<file path="config.mk">
export PLATFORM = sky130hd
export DESIGN_NAME = csv_supervisor
export DESIGN_NICKNAME = d
export VERILOG_FILES = /design/src/csv_pkg.sv /design/src/csv_thermal.sv /design/src/csv_reset_seq.sv /design/src/csv_supervisor.sv
export SDC_FILE = /design/constraint.sdc
export NUM_CORES = 1
export LEC_CHECK = 0
export BUFFER_PORTS_ARGS = -buffer_cell sky130_fd_sc_hd__buf_2
export CAP_MARGIN = 20
export CORE_UTILIZATION = 60
export CTS_BUF_LIST = sky130_fd_sc_hd__clkbuf_4
export DETAILED_ROUTE_END_ITERATION = 12
export GPL_ROUTABILITY_DRIVEN = 0
export PLACE_DENSITY = 0.95
export SETUP_SLACK_MARGIN = 0.15
export SLEW_MARGIN = 0
export SYNTH_ARGS = -nofsm -noshare
export SYNTH_HDL_FRONTEND = slang
export SYNTH_SLANG_ARGS = --single-unit
</file>
<file path="constraint.sdc">
create_clock -name pclk -period 5 [get_ports pclk]
set_input_delay 0.5 -clock pclk [delete_from_list [all_inputs] [get_ports pclk]]
set_output_delay 0.5 -clock pclk [all_outputs]
set_load 0.005 [all_outputs]
</file>
<file path="src/csv_pkg.sv">
package csv_pkg;

  // ---------------------------------------------------------------
  // Register byte offsets
  // ---------------------------------------------------------------
  localparam logic [7:0] CSV_OFS_STATUS = 8'h00;
  localparam logic [7:0] CSV_OFS_MASK   = 8'h04;
  localparam logic [7:0] CSV_OFS_SOURCE = 8'h08;
  localparam logic [7:0] CSV_OFS_SRESET = 8'h0C;
  localparam logic [7:0] CSV_OFS_CONFIG = 8'h10;
  localparam logic [7:0] CSV_OFS_SPARE  = 8'h14;

  // ---------------------------------------------------------------
  // Field positions
  // ---------------------------------------------------------------
  localparam int CSV_ST_WARN   = 0;
  localparam int CSV_ST_ALARM  = 1;
  localparam int CSV_ST_RESET  = 2;
  localparam int CSV_ST_STALL  = 3;
  localparam int CSV_ST_EXT    = 4;
  localparam int CSV_SRC_WARN  = 0;
  localparam int CSV_SRC_ALARM = 1;
  localparam int CSV_SRC_RESET = 2;
  localparam int CSV_SRC_DATA  = 3;
  localparam int CSV_SRC_EXT   = 4;
  localparam int CSV_CFG_MODE  = 0;
  localparam int CSV_CFG_CONT  = 2;
  localparam int CSV_CFG_ACT   = 3;
  localparam int CSV_CFG_RATE  = 8;
  localparam int CSV_CFG_PROX  = 16;
  localparam int CSV_SP_SRC    = 3;

  // ---------------------------------------------------------------
  // Reset values, keys and modes
  // ---------------------------------------------------------------
  localparam logic [7:0]  CSV_MASK_RST   = 8'h00;
  localparam logic [23:0] CSV_CONFIG_RST = 24'h000000;
  localparam logic [3:0]  CSV_SPARE_RST  = 4'h0;
  localparam logic [7:0]  CSV_RESET_KEY  = 8'hDE;
  localparam logic [1:0]  CSV_MODE_HAND   = 2'h0;
  localparam logic [1:0]  CSV_MODE_PENDET = 2'h1;
  localparam logic [1:0]  CSV_MODE_PEN_TRIGGER_MODE = 2'h2;

  // ---------------------------------------------------------------
  // Timing
  // ---------------------------------------------------------------
  localparam int CSV_CLK_MHZ          = 50;
  localparam int CSV_MEAS_PERIOD_TICK = 1024;
  localparam int CSV_RESET_PROC_US    = 1000;
  localparam int CSV_RESET_PROC_CYC   = CSV_RESET_PROC_US * CSV_CLK_MHZ;

  // Temperature codes at which warning and alarm trip.
  localparam logic [11:0] CSV_WARN_CODE  = 12'h780;
  localparam logic [11:0] CSV_ALARM_CODE = 12'h9B0;

endpackage

</file>
<file path="src/csv_thermal.sv">
`timescale 1ns/1ps
module csv_thermal (
  input  wire logic        pclk,
  input  wire logic        presetn,
  input  wire logic        sync_clear,
  input  wire logic        slow_osc_tick,
  input  wire logic        continuous,
  input  wire logic        active,
  input  wire logic        adc_busy,
  input  wire logic        meas_done,
  input  wire logic [11:0] meas_code,
  output logic             meas_start,
  output logic             warning_flag,
  output logic             alarm_flag
);
  import csv_pkg::*;

  logic [9:0] tick_r,   tick_nxt;
  logic       pend_r,   pend_nxt;
  logic       busy_r,   busy_nxt;
  logic       warn_r,   warn_nxt;
  logic       alarm_r,  alarm_nxt;
  logic       start_r,  start_nxt;
  logic       run;

  assign run = continuous | active;

  always_comb begin
    tick_nxt  = tick_r;
    pend_nxt  = pend_r;
    busy_nxt  = busy_r;
    warn_nxt  = warn_r;
    alarm_nxt = alarm_r;
    start_nxt = 1'b0;
    if (!run) begin
      tick_nxt  = 10'h000;
      pend_nxt  = 1'b0;
      warn_nxt  = 1'b0;
      alarm_nxt = 1'b0;
    end else if (slow_osc_tick) begin
      tick_nxt = tick_r + 10'h001;
      if (tick_r == 10'(CSV_MEAS_PERIOD_TICK - 1)) begin
        pend_nxt = 1'b1;
      end
    end
    if (run && pend_r && !busy_r && (continuous || !adc_busy)) begin
      start_nxt = 1'b1;
      pend_nxt  = 1'b0;
      busy_nxt  = 1'b1;
    end
    if (meas_done && busy_r) begin
      busy_nxt = 1'b0;
      if (run) begin
        warn_nxt  = (meas_code >= CSV_WARN_CODE);
        alarm_nxt = (meas_code >= CSV_ALARM_CODE);
      end
    end
    if (sync_clear) begin
      tick_nxt  = 10'h000;
      pend_nxt  = 1'b0;
      busy_nxt  = 1'b0;
      warn_nxt  = 1'b0;
      alarm_nxt = 1'b0;
      start_nxt = 1'b0;
    end
  end

  always_ff @(posedge pclk or negedge presetn) begin
    if (!presetn) begin
      tick_r  <= 10'h000;
      pend_r  <= 1'b0;
      busy_r  <= 1'b0;
      warn_r  <= 1'b0;
      alarm_r <= 1'b0;
      start_r <= 1'b0;
    end else begin
      tick_r  <= tick_nxt;
      pend_r  <= pend_nxt;
      busy_r  <= busy_nxt;
      warn_r  <= warn_nxt;
      alarm_r <= alarm_nxt;
      start_r <= start_nxt;
    end
  end

  assign meas_start   = start_r;
  assign warning_flag = warn_r;
  assign alarm_flag   = alarm_r;
endmodule

</file>
<file path="src/csv_reset_seq.sv">
`timescale 1ns/1ps
module csv_reset_seq #(
  parameter int PROC_CYCLES = 1000
) (
  input  wire logic pclk,
  input  wire logic presetn,
  input  wire logic trigger,
  output logic      busy,
  output logic      soft_clear,
  output logic      done
);
  import csv_pkg::*;

  localparam int CW = $clog2(PROC_CYCLES + 1);

  initial begin
    if (PROC_CYCLES < 1) begin
      $error("PROC_CYCLES must be at least 1.");
    end
  end

  typedef enum logic [0:0] {RS_IDLE, RS_BUSY} csv_rs_t;

  csv_rs_t       st_r,   st_nxt;
  logic [CW-1:0] cnt_r,  cnt_nxt;
  logic          clr_r,  clr_nxt;
  logic          done_r, done_nxt;

  always_comb begin
    st_nxt   = st_r;
    cnt_nxt  = cnt_r;
    clr_nxt  = 1'b0;
    done_nxt = 1'b0;
    case (st_r)
      RS_IDLE: begin
        if (trigger) begin
          st_nxt  = RS_BUSY;
          cnt_nxt = '0;
          clr_nxt = 1'b1;
        end
      end
      RS_BUSY: begin
        if (cnt_r == CW'(PROC_CYCLES - 1)) begin
          st_nxt   = RS_IDLE;
          done_nxt = 1'b1;
        end else begin
          cnt_nxt = cnt_r + CW'(1);
        end
      end
      default: begin
        st_nxt = RS_IDLE;
      end
    endcase
  end

  // A hard reset starts the procedure itself, so the line stays low across it.
  always_ff @(posedge pclk or negedge presetn) begin
    if (!presetn) begin
      st_r   <= RS_BUSY;
      cnt_r  <= '0;
      clr_r  <= 1'b0;
      done_r <= 1'b0;
    end else begin
      st_r   <= st_nxt;
      cnt_r  <= cnt_nxt;
      clr_r  <= clr_nxt;
      done_r <= done_nxt;
    end
  end

  assign busy       = (st_r == RS_BUSY);
  assign soft_clear = clr_r;
  assign done       = done_r;
endmodule

</file>
<file path="src/csv_supervisor.sv">
`timescale 1ns/1ps
// Function
// - Idle chip without continuous setting skips measuring
// - Measure every 1024 ticks, defer past conversions
// - Continuous setting measures always, even during conversions
// - Compare results to warning and alarm levels
// - Thermal flag edges selectable as interrupt sources
// - Alarm halts touch, proximity, haptics until cool
// - Shutdown discards results, cycling restarts first channel
// - Host reissues manual commands; haptics resumes alone
// - Enabled events pull interrupt line low
// - Mask selects sources; resets always pull line
// - Source register accumulates events until read
// - Read clears sources and releases line
// - Data source waits for channel reads, stalls in hand and pen trigger modes
// - Masked source bits always read zero
// - Status follows blocks, zero when off
// - Any status or source bit on spare pin
// - Power-on holds line low during reset procedure
// - Pin reset pulls line low, host waits
// - Reset sets flag, status read clears it
// - Key write to reset register resets chip
// - Self reset on ESD behaves like others
module csv_supervisor #(
  parameter int RESET_PROC_CYC = csv_pkg::CSV_RESET_PROC_CYC,
  parameter int EXT_N          = 4
) (
  input  wire logic             pclk,
  input  wire logic             presetn,
  input  wire logic             psel,
  input  wire logic             penable,
  input  wire logic             pwrite,
  input  wire logic [7:0]       paddr,
  input  wire logic [31:0]      pwdata,
  input  wire logic [3:0]       pstrb,
  output logic                  pready,
  output logic [31:0]           prdata,
  output logic                  pslverr,
  input  wire logic             slow_osc_tick,
  input  wire logic             adc_busy,
  input  wire logic             temp_done,
  input  wire logic [11:0]      temp_code,
  output logic                  temp_start,
  input  wire logic             esd_event,
  input  wire logic             data_ready,
  input  wire logic             channel_data_read,
  input  wire logic [EXT_N-1:0] ext_status,
  input  wire logic [EXT_N-1:0] ext_block_on,
  input  wire logic [EXT_N-1:0] ext_event,
  output logic                  host_interrupt_n,
  output logic                  spare_pin_one,
  output logic                  touch_run,
  output logic                  proximity_run,
  output logic                  haptics_run,
  output logic                  adc_stall,
  output logic                  discard_results,
  output logic                  restart_sequence,
  output logic                  manual_abort,
  output logic [1:0]            touch_mode
);
  import csv_pkg::*;

  initial begin
    if (EXT_N != 4) begin
      $error("EXT_N must be 4 to fill the eight-bit status and source registers.");
    end
    if (RESET_PROC_CYC < 1) begin
      $error("RESET_PROC_CYC must be at least 1.");
    end
  end

  // ---------------------------------------------------------------
  // ESD input synchroniser and edge detect
  // ---------------------------------------------------------------
  logic esd_s1_r, esd_s2_r, esd_s3_r;

  always_ff @(posedge pclk or negedge presetn) begin
    if (!presetn) begin
      esd_s1_r <= 1'b0;
      esd_s2_r <= 1'b0;
      esd_s3_r <= 1'b0;
    end else begin
      esd_s1_r <= esd_event;
      esd_s2_r <= esd_s1_r;
      esd_s3_r <= esd_s2_r;
    end
  end

  // ---------------------------------------------------------------
  // APB decode
  // ---------------------------------------------------------------
  logic access, setup, wr_acc, rd_acc, mapped, key_write, rst_busy;

  assign setup  = psel & ~penable;
  assign access = psel & penable;
  assign wr_acc = access & pwrite & ~rst_busy;
  assign rd_acc = access & ~pwrite & ~rst_busy;
  assign mapped = (paddr == CSV_OFS_STATUS) || (paddr == CSV_OFS_MASK) || (paddr == CSV_OFS_SOURCE) ||
                  (paddr == CSV_OFS_SRESET) || (paddr == CSV_OFS_CONFIG) || (paddr == CSV_OFS_SPARE);
  assign key_write = wr_acc && (paddr == CSV_OFS_SRESET) && pstrb[0] &&
                     (pwdata[7:0] == CSV_RESET_KEY);

  // ---------------------------------------------------------------
  // Reset procedure
  // ---------------------------------------------------------------
  logic soft_clear, rst_done;

  csv_reset_seq #(
    .PROC_CYCLES (RESET_PROC_CYC)
  ) u_reset (
    .pclk       (pclk),
    .presetn    (presetn),
    .trigger    (key_write | (esd_s2_r & ~esd_s3_r)),
    .busy       (rst_busy),
    .soft_clear (soft_clear),
    .done       (rst_done)
  );

  // ---------------------------------------------------------------
  // Configuration registers
  // ---------------------------------------------------------------
  logic [7:0]  mask_r,   mask_nxt;
  logic [23:0] cfg_r,    cfg_nxt;
  logic [3:0]  spare_r,  spare_nxt;

  function automatic logic [31:0] csv_merge(input logic [31:0] old, input logic [31:0] wd,
                                            input logic [3:0] strb);
    logic [31:0] res;
    res = old;
    for (int i = 0; i < 4; i++) begin
      if (strb[i]) begin
        res[8*i +: 8] = wd[8*i +: 8];
      end
    end
    return res;
  endfunction

  always_comb begin
    mask_nxt  = mask_r;
    cfg_nxt   = cfg_r;
    spare_nxt = spare_r;
    if (wr_acc && paddr == CSV_OFS_MASK) begin
      mask_nxt = 8'(csv_merge({24'h000000, mask_r}, pwdata, pstrb));
    end
    if (wr_acc && paddr == CSV_OFS_CONFIG) begin
      cfg_nxt = 24'(csv_merge({8'h00, cfg_r}, pwdata, pstrb));
    end
    if (wr_acc && paddr == CSV_OFS_SPARE) begin
      spare_nxt = 4'(csv_merge({28'h0000000, spare_r}, pwdata, pstrb));
    end
    if (soft_clear) begin
      mask_nxt  = CSV_MASK_RST;
      cfg_nxt   = CSV_CONFIG_RST;
      spare_nxt = CSV_SPARE_RST;
    end
  end

  always_ff @(posedge pclk or negedge presetn) begin
    if (!presetn) begin
      mask_r  <= CSV_MASK_RST;
      cfg_r   <= CSV_CONFIG_RST;
      spare_r <= CSV_SPARE_RST;
    end else begin
      mask_r  <= mask_nxt;
      cfg_r   <= cfg_nxt;
      spare_r <= spare_nxt;
    end
  end

  logic [1:0] mode;
  logic       continuous, chip_active, stall_mode;
  logic [1:0] act_type;
  logic [3:0] rate;
  logic [7:0] prox_int;

  assign mode        = cfg_r[CSV_CFG_MODE +: 2];
  assign continuous  = cfg_r[CSV_CFG_CONT];
  assign act_type    = cfg_r[CSV_CFG_ACT +: 2];
  assign rate        = cfg_r[CSV_CFG_RATE +: 4];
  assign prox_int    = cfg_r[CSV_CFG_PROX +: 8];
  assign chip_active = (mode != CSV_MODE_HAND) || (prox_int != 8'h00) || (act_type != 2'h0);
  assign stall_mode  = (mode == CSV_MODE_HAND) || (mode == CSV_MODE_PEN_TRIGGER_MODE);

  // ---------------------------------------------------------------
  // Temperature supervision
  // ---------------------------------------------------------------
  logic warn_flag, alarm_flag;

  csv_thermal u_thermal (
    .pclk          (pclk),
    .presetn       (presetn),
    .sync_clear    (soft_clear),
    .slow_osc_tick (slow_osc_tick),
    .continuous    (continuous),
    .active        (chip_active),
    .adc_busy      (adc_busy),
    .meas_done     (temp_done),
    .meas_code     (temp_code),
    .meas_start    (temp_start),
    .warning_flag  (warn_flag),
    .alarm_flag    (alarm_flag)
  );

  // ---------------------------------------------------------------
  // Status, sources and shutdown control
  // ---------------------------------------------------------------
  logic [7:0] src_r,    src_nxt;
  logic       rocc_r,   rocc_nxt;
  logic       warn_d_r, warn_d_nxt;
  logic       alrm_d_r, alrm_d_nxt;
  logic       disc_r,   disc_nxt;
  logic       rest_r,   rest_nxt;
  logic       abort_r,  abort_nxt;
  logic [7:0] status, events;
  logic       src_clear;

  assign status = {ext_status & ext_block_on,
                   src_r[CSV_SRC_DATA] & stall_mode,
                   rocc_r, alarm_flag, warn_flag};
  assign events = {ext_event,
                   data_ready,
                   rst_done,
                   alarm_flag ^ alrm_d_r,
                   warn_flag ^ warn_d_r};
  assign src_clear = (rd_acc && paddr == CSV_OFS_SOURCE && !(src_r[CSV_SRC_DATA] && stall_mode)) ||
                     (channel_data_read && src_r[CSV_SRC_DATA] && stall_mode);

  always_comb begin
    src_nxt    = src_r;
    rocc_nxt   = rocc_r;
    warn_d_nxt = warn_flag;
    alrm_d_nxt = alarm_flag;
    disc_nxt   = 1'b0;
    rest_nxt   = 1'b0;
    abort_nxt  = 1'b0;
    if (src_clear) begin
      src_nxt = 8'h00;
    end
    src_nxt = src_nxt | (events & mask_r);
    if (rd_acc && paddr == CSV_OFS_STATUS) begin
      rocc_nxt = 1'b0;
    end
    if (rst_done) begin
      rocc_nxt = 1'b1;
    end
    if (alarm_flag && !alrm_d_r) begin
      disc_nxt  = 1'b1;
      abort_nxt = (mode == CSV_MODE_HAND);
    end
    if (!alarm_flag && alrm_d_r && rate != 4'h0) begin
      rest_nxt = 1'b1;
    end
    if (soft_clear) begin
      src_nxt  = 8'h00;
      disc_nxt = 1'b0;
      rest_nxt = 1'b0;
    end
  end

  always_ff @(posedge pclk or negedge presetn) begin
    if (!presetn) begin
      src_r    <= 8'h00;
      rocc_r   <= 1'b0;
      warn_d_r <= 1'b0;
      alrm_d_r <= 1'b0;
      disc_r   <= 1'b0;
      rest_r   <= 1'b0;
      abort_r  <= 1'b0;
    end else begin
      src_r    <= src_nxt;
      rocc_r   <= rocc_nxt;
      warn_d_r <= warn_d_nxt;
      alrm_d_r <= alrm_d_nxt;
      disc_r   <= disc_nxt;
      rest_r   <= rest_nxt;
      abort_r  <= abort_nxt;
    end
  end

  logic [7:0] src_vis;

  assign src_vis = src_r & mask_r;

  // ---------------------------------------------------------------
  // Read data, line and pin outputs
  // ---------------------------------------------------------------
  logic [31:0] rdata_r, rdata_nxt;
  logic        err_r,   err_nxt;
  logic        irq_n_r, irq_n_nxt;
  logic        spare_o_r, spare_o_nxt;

  always_comb begin
    rdata_nxt = rdata_r;
    err_nxt   = err_r;
    if (setup) begin
      rdata_nxt = 32'h00000000;
      err_nxt   = !mapped || rst_busy;
      if (!pwrite) begin
        case (paddr)
          CSV_OFS_STATUS: rdata_nxt = {24'h000000, status};
          CSV_OFS_MASK:   rdata_nxt = {24'h000000, mask_r};
          CSV_OFS_SOURCE: rdata_nxt = {24'h000000, src_vis};
          CSV_OFS_CONFIG: rdata_nxt = {8'h00, cfg_r};
          CSV_OFS_SPARE:  rdata_nxt = {28'h0000000, spare_r};
          default:        rdata_nxt = 32'h00000000;
        endcase
      end
    end
    irq_n_nxt   = !(rst_busy || (src_vis != 8'h00));
    spare_o_nxt = spare_r[CSV_SP_SRC] ? src_vis[spare_r[2:0]] : status[spare_r[2:0]];
  end

  always_ff @(posedge pclk or negedge presetn) begin
    if (!presetn) begin
      rdata_r   <= 32'h00000000;
      err_r     <= 1'b0;
      irq_n_r   <= 1'b0;
      spare_o_r <= 1'b0;
    end else begin
      rdata_r   <= rdata_nxt;
      err_r     <= err_nxt;
      irq_n_r   <= irq_n_nxt;
      spare_o_r <= spare_o_nxt;
    end
  end

  assign pready           = 1'b1;
  assign prdata           = rdata_r;
  assign pslverr          = access & err_r;
  assign host_interrupt_n = irq_n_r;
  assign spare_pin_one    = spare_o_r;
  assign touch_run        = !alarm_flag && !rst_busy && (mode != CSV_MODE_HAND);
  assign proximity_run    = !alarm_flag && !rst_busy && (prox_int != 8'h00);
  assign haptics_run      = !alarm_flag && !rst_busy && (act_type != 2'h0);
  assign adc_stall        = (src_r[CSV_SRC_DATA] && stall_mode) || alarm_flag;
  assign discard_results  = disc_r;
  assign restart_sequence = rest_r;
  assign manual_abort     = abort_r;
  assign touch_mode       = mode;
endmodule

</file>
==> flow_summary.toml <==
[drt]
vias_per_cell = 6.47
drt_iter0_drc = 560
routedWlPerCell_um = 18.9
ant_nets = 0
drtPass1Iterations = 6
wirelength_mm = 14.2
drc = 0
vias = 4873

[placement]
dp.cells = 721
dp_hpwl_mm = 10.1
port_buffers = 102

[synth]
ys.flop_type = "dfrtp_1"
ys_ff_latch = 114
synth_compound_area_share_pct = 16.5
yosysMostFrequentCell = "dfrtp_1"
synth-edff-count = 0
synth_xor_area_share_pct = 1.76
synth_top_area_share_pct = 51.6
synth.avg_cell_area_um2 = 10.3
synthArstFlopShare_pct = 100
synth_common_cells = "dfrtp_1, nand2_1, nor2_1, a21oi_1, a22o_1"
synth_top_family_by_area = "simple AND/OR/NAND/NOR gates"
synth_area_leaders = "dfrtp_1, a22o_1, nand2_1"
yosysTopAreaCell = "dfrtp_1"
synth_adder_area_share_pct = 0.913
syn_area_mm2 = 0.00548
postSynthCellCount = 534
synth.area.mux_share_pct = 4.91
ys_seq_area_share_pct = 52.1
yosysUniqueCellTypes = 63
synthSimpleGateAreaFrac_pct = 19.9
yosys_warnings = 0

[final_layout]
finalNetCount = 715
final_util_pct = 71.8
drive_above_1_share_pct = 24.0
antenna_cells = 0
syn2layout_area_growth_pct = 14.7
layout.cells.non_filler = 753

[worst_setup_path]
critical_path.max_fanout = 17
worst-setup-path-type = "register to register"
start_kind = "register"
cp.required_ns = 5.40
worstSetupEndpointType = "register"
crit_arrival_ns = 2.93

[pwr]
leakagePower_nw = 3.12
power_density_mw_per_mm2 = 292
p_total_w = 0.00184
ir_drop_mv = 0.148

[sta]
hold_ws_ns = 0.0324
slew_headroom_pct = 41.9
finalSetupViolCount = 0
drv_slew = 0
grt_setup_unrepaired = "no"
finalHoldViolCount = 0
fmax_ghz = 0.395
tightest_slew_ns = 0.871
fin_tns_setup_ns = 0
finalClockSkew_ns = 0.0146
post-route-min-period_ns = 2.53
fin_crit_sh_pct = 50.6

[clock_network]
postCtsSetupBuffers = 0
numClockSinks = 114
cts_buffer_depth = 2
ctsResizeCount = 0
h-tree-depth = 4
clock_latency_ns = 0.53
holdBufCountCts = 0
cts_made_buffers = 17
cts_tree = "yes"
clockRootBuffer = "clkbuf_4"
path_clk_slew_ns = 0.11

[floorplanning]
dieArea_mm2 = 0.00952
io-pin-count = 125
num_rows = 34
fp.dieW_um = 97.6
die_h_um = 97.6
core_area_mm2 = 0.00876
start_util_pct = 62.5

[global_routing]
grt_overflow = 0
grt_use_total_pct = 31.7
antenna_found_initial = 0
grt_pass1_vias = 4805
grt_max_degree = 65
grt_pass1_wl_mm = 23.5

[min_path]
min_path_type = "primary input to asynchronous set/reset pin"

[run]
max-cap-violations = 0

[status]
status = "completed"
-- registers in the layout, indices dropped and copies added, names as in the netlist, 4 cells and up --
register / count
u_thermal.tick_r: 10
src_r: 8
u_reset.cnt_r: 16
cfg_r: 24
spare_r: 4
prdata: 24
mask_r: 8
-- worst max-delay path: stages (launching register included) --
cell and delay, ns:
dfstp_2 0.51, or4bb_1 0.55, nor4b_1 0.51, mux2i_1 0.42, a22oi_1 0.33, nor2_1 0.08
-- power breakdown --
| group | internal (W) | total (W) | switching (W) |
|---|---|---|---|
| logic | 0.0000640 | 0.000160 | 0.0000964 |
| clock network | 0.000300 | 0.000679 | 0.000378 |
| registers | 0.000954 | 0.00100 | 0.0000458 |
-- cell usage in the layout, fill, tap and decap left out, types with 4 or more instances in the layout --
master    Yosys  routed
inv_1         7       7
buf_4        12       5
clkinv_4      0       6
nand3_1      18      18
and3_1        8       8
nor2b_1       6       6
a31oi_1       7       7
buf_2         3     101
conb_1        2       9
or4_1         5       5
dfrtp_1     113     113
nand2_1      55      55
a22o_1       33      33
or3_1         6       6
nand4_1       8       8
nor2_1       50      50
o21ai_0      26      26
clkbuf_4      0      17
a21oi_1      37      37
nand2b_1      6       6
mux2i_1      19      19
a22oi_1       9       9
nor3_1       11      11
xor2_1        8       8
ha_1          4       4
-- cell families after synthesis --
family | Yosys count
buf+inv | 41
flops | 114
fa+ha+maj | 4
other cells | 2
simple gates | 204
compound gates | 135
mux | 23
xor+xnor | 11
-- per-layer routing --
metal / wire [um] / global-route usage [%] / vias to the layer above
li1: - / - / 2142
met1: 5370 / 40.3 / 2331
met2: 7010 / 50.5 / 333
met3: 1340 / 7.41 / 67
met4: 513 / 16.7 / 0
met5: 0 / 0 / -
-- layout make-up --
cell class | instances | area [um^2]
multi-input cells | 386 | 2440
well taps | 108 | 135
inverters | 7 | 26.3
flip-flops and latches | 114 | 2850
fillers | 594 | 2470
clock buffers | 17 | 128
clock inverters | 15 | 160
repair buffers | 106 | 543
-- through the flow --
| step | setup WS (ns) | instance area [um^2] |
|---|---|---|
| after floorplan | 2.72 | 5510 |
| after global placement | 2.26 | 6000 |
| after detailed placement | 2.19 | 6000 |
| after CTS | 2.46 | 6290 |
| after global routing | 2.38 | 6290 |
| final | 2.47 | 6290 |
-- worst paths after layout --
kind / startpoint / end / slack, ns / cells after the start
max: u_reset.busy$_DFF_PN1_ / src_r[0]$_DFF_PN0_ / 2.47 / 5
min: presetn / u_thermal.tick_r[5]$_DFFE_PN0P_ / 0.03 / 1
max reg2reg: u_reset.busy$_DFF_PN1_ / src_r[0]$_DFF_PN0_ / 2.47 / 5
min reg2reg: esd_s1_r$_DFF_PN0_ / esd_s2_r$_DFF_PN0_ / 0.36 / 0
max in group asynchronous: presetn / warn_d_r$_DFF_PN0_ / 3.79 / 2
min in group pclk: esd_event / esd_s1_r$_DFF_PN0_ / 0.08 / 1
(Power assumes the default switching activity.)
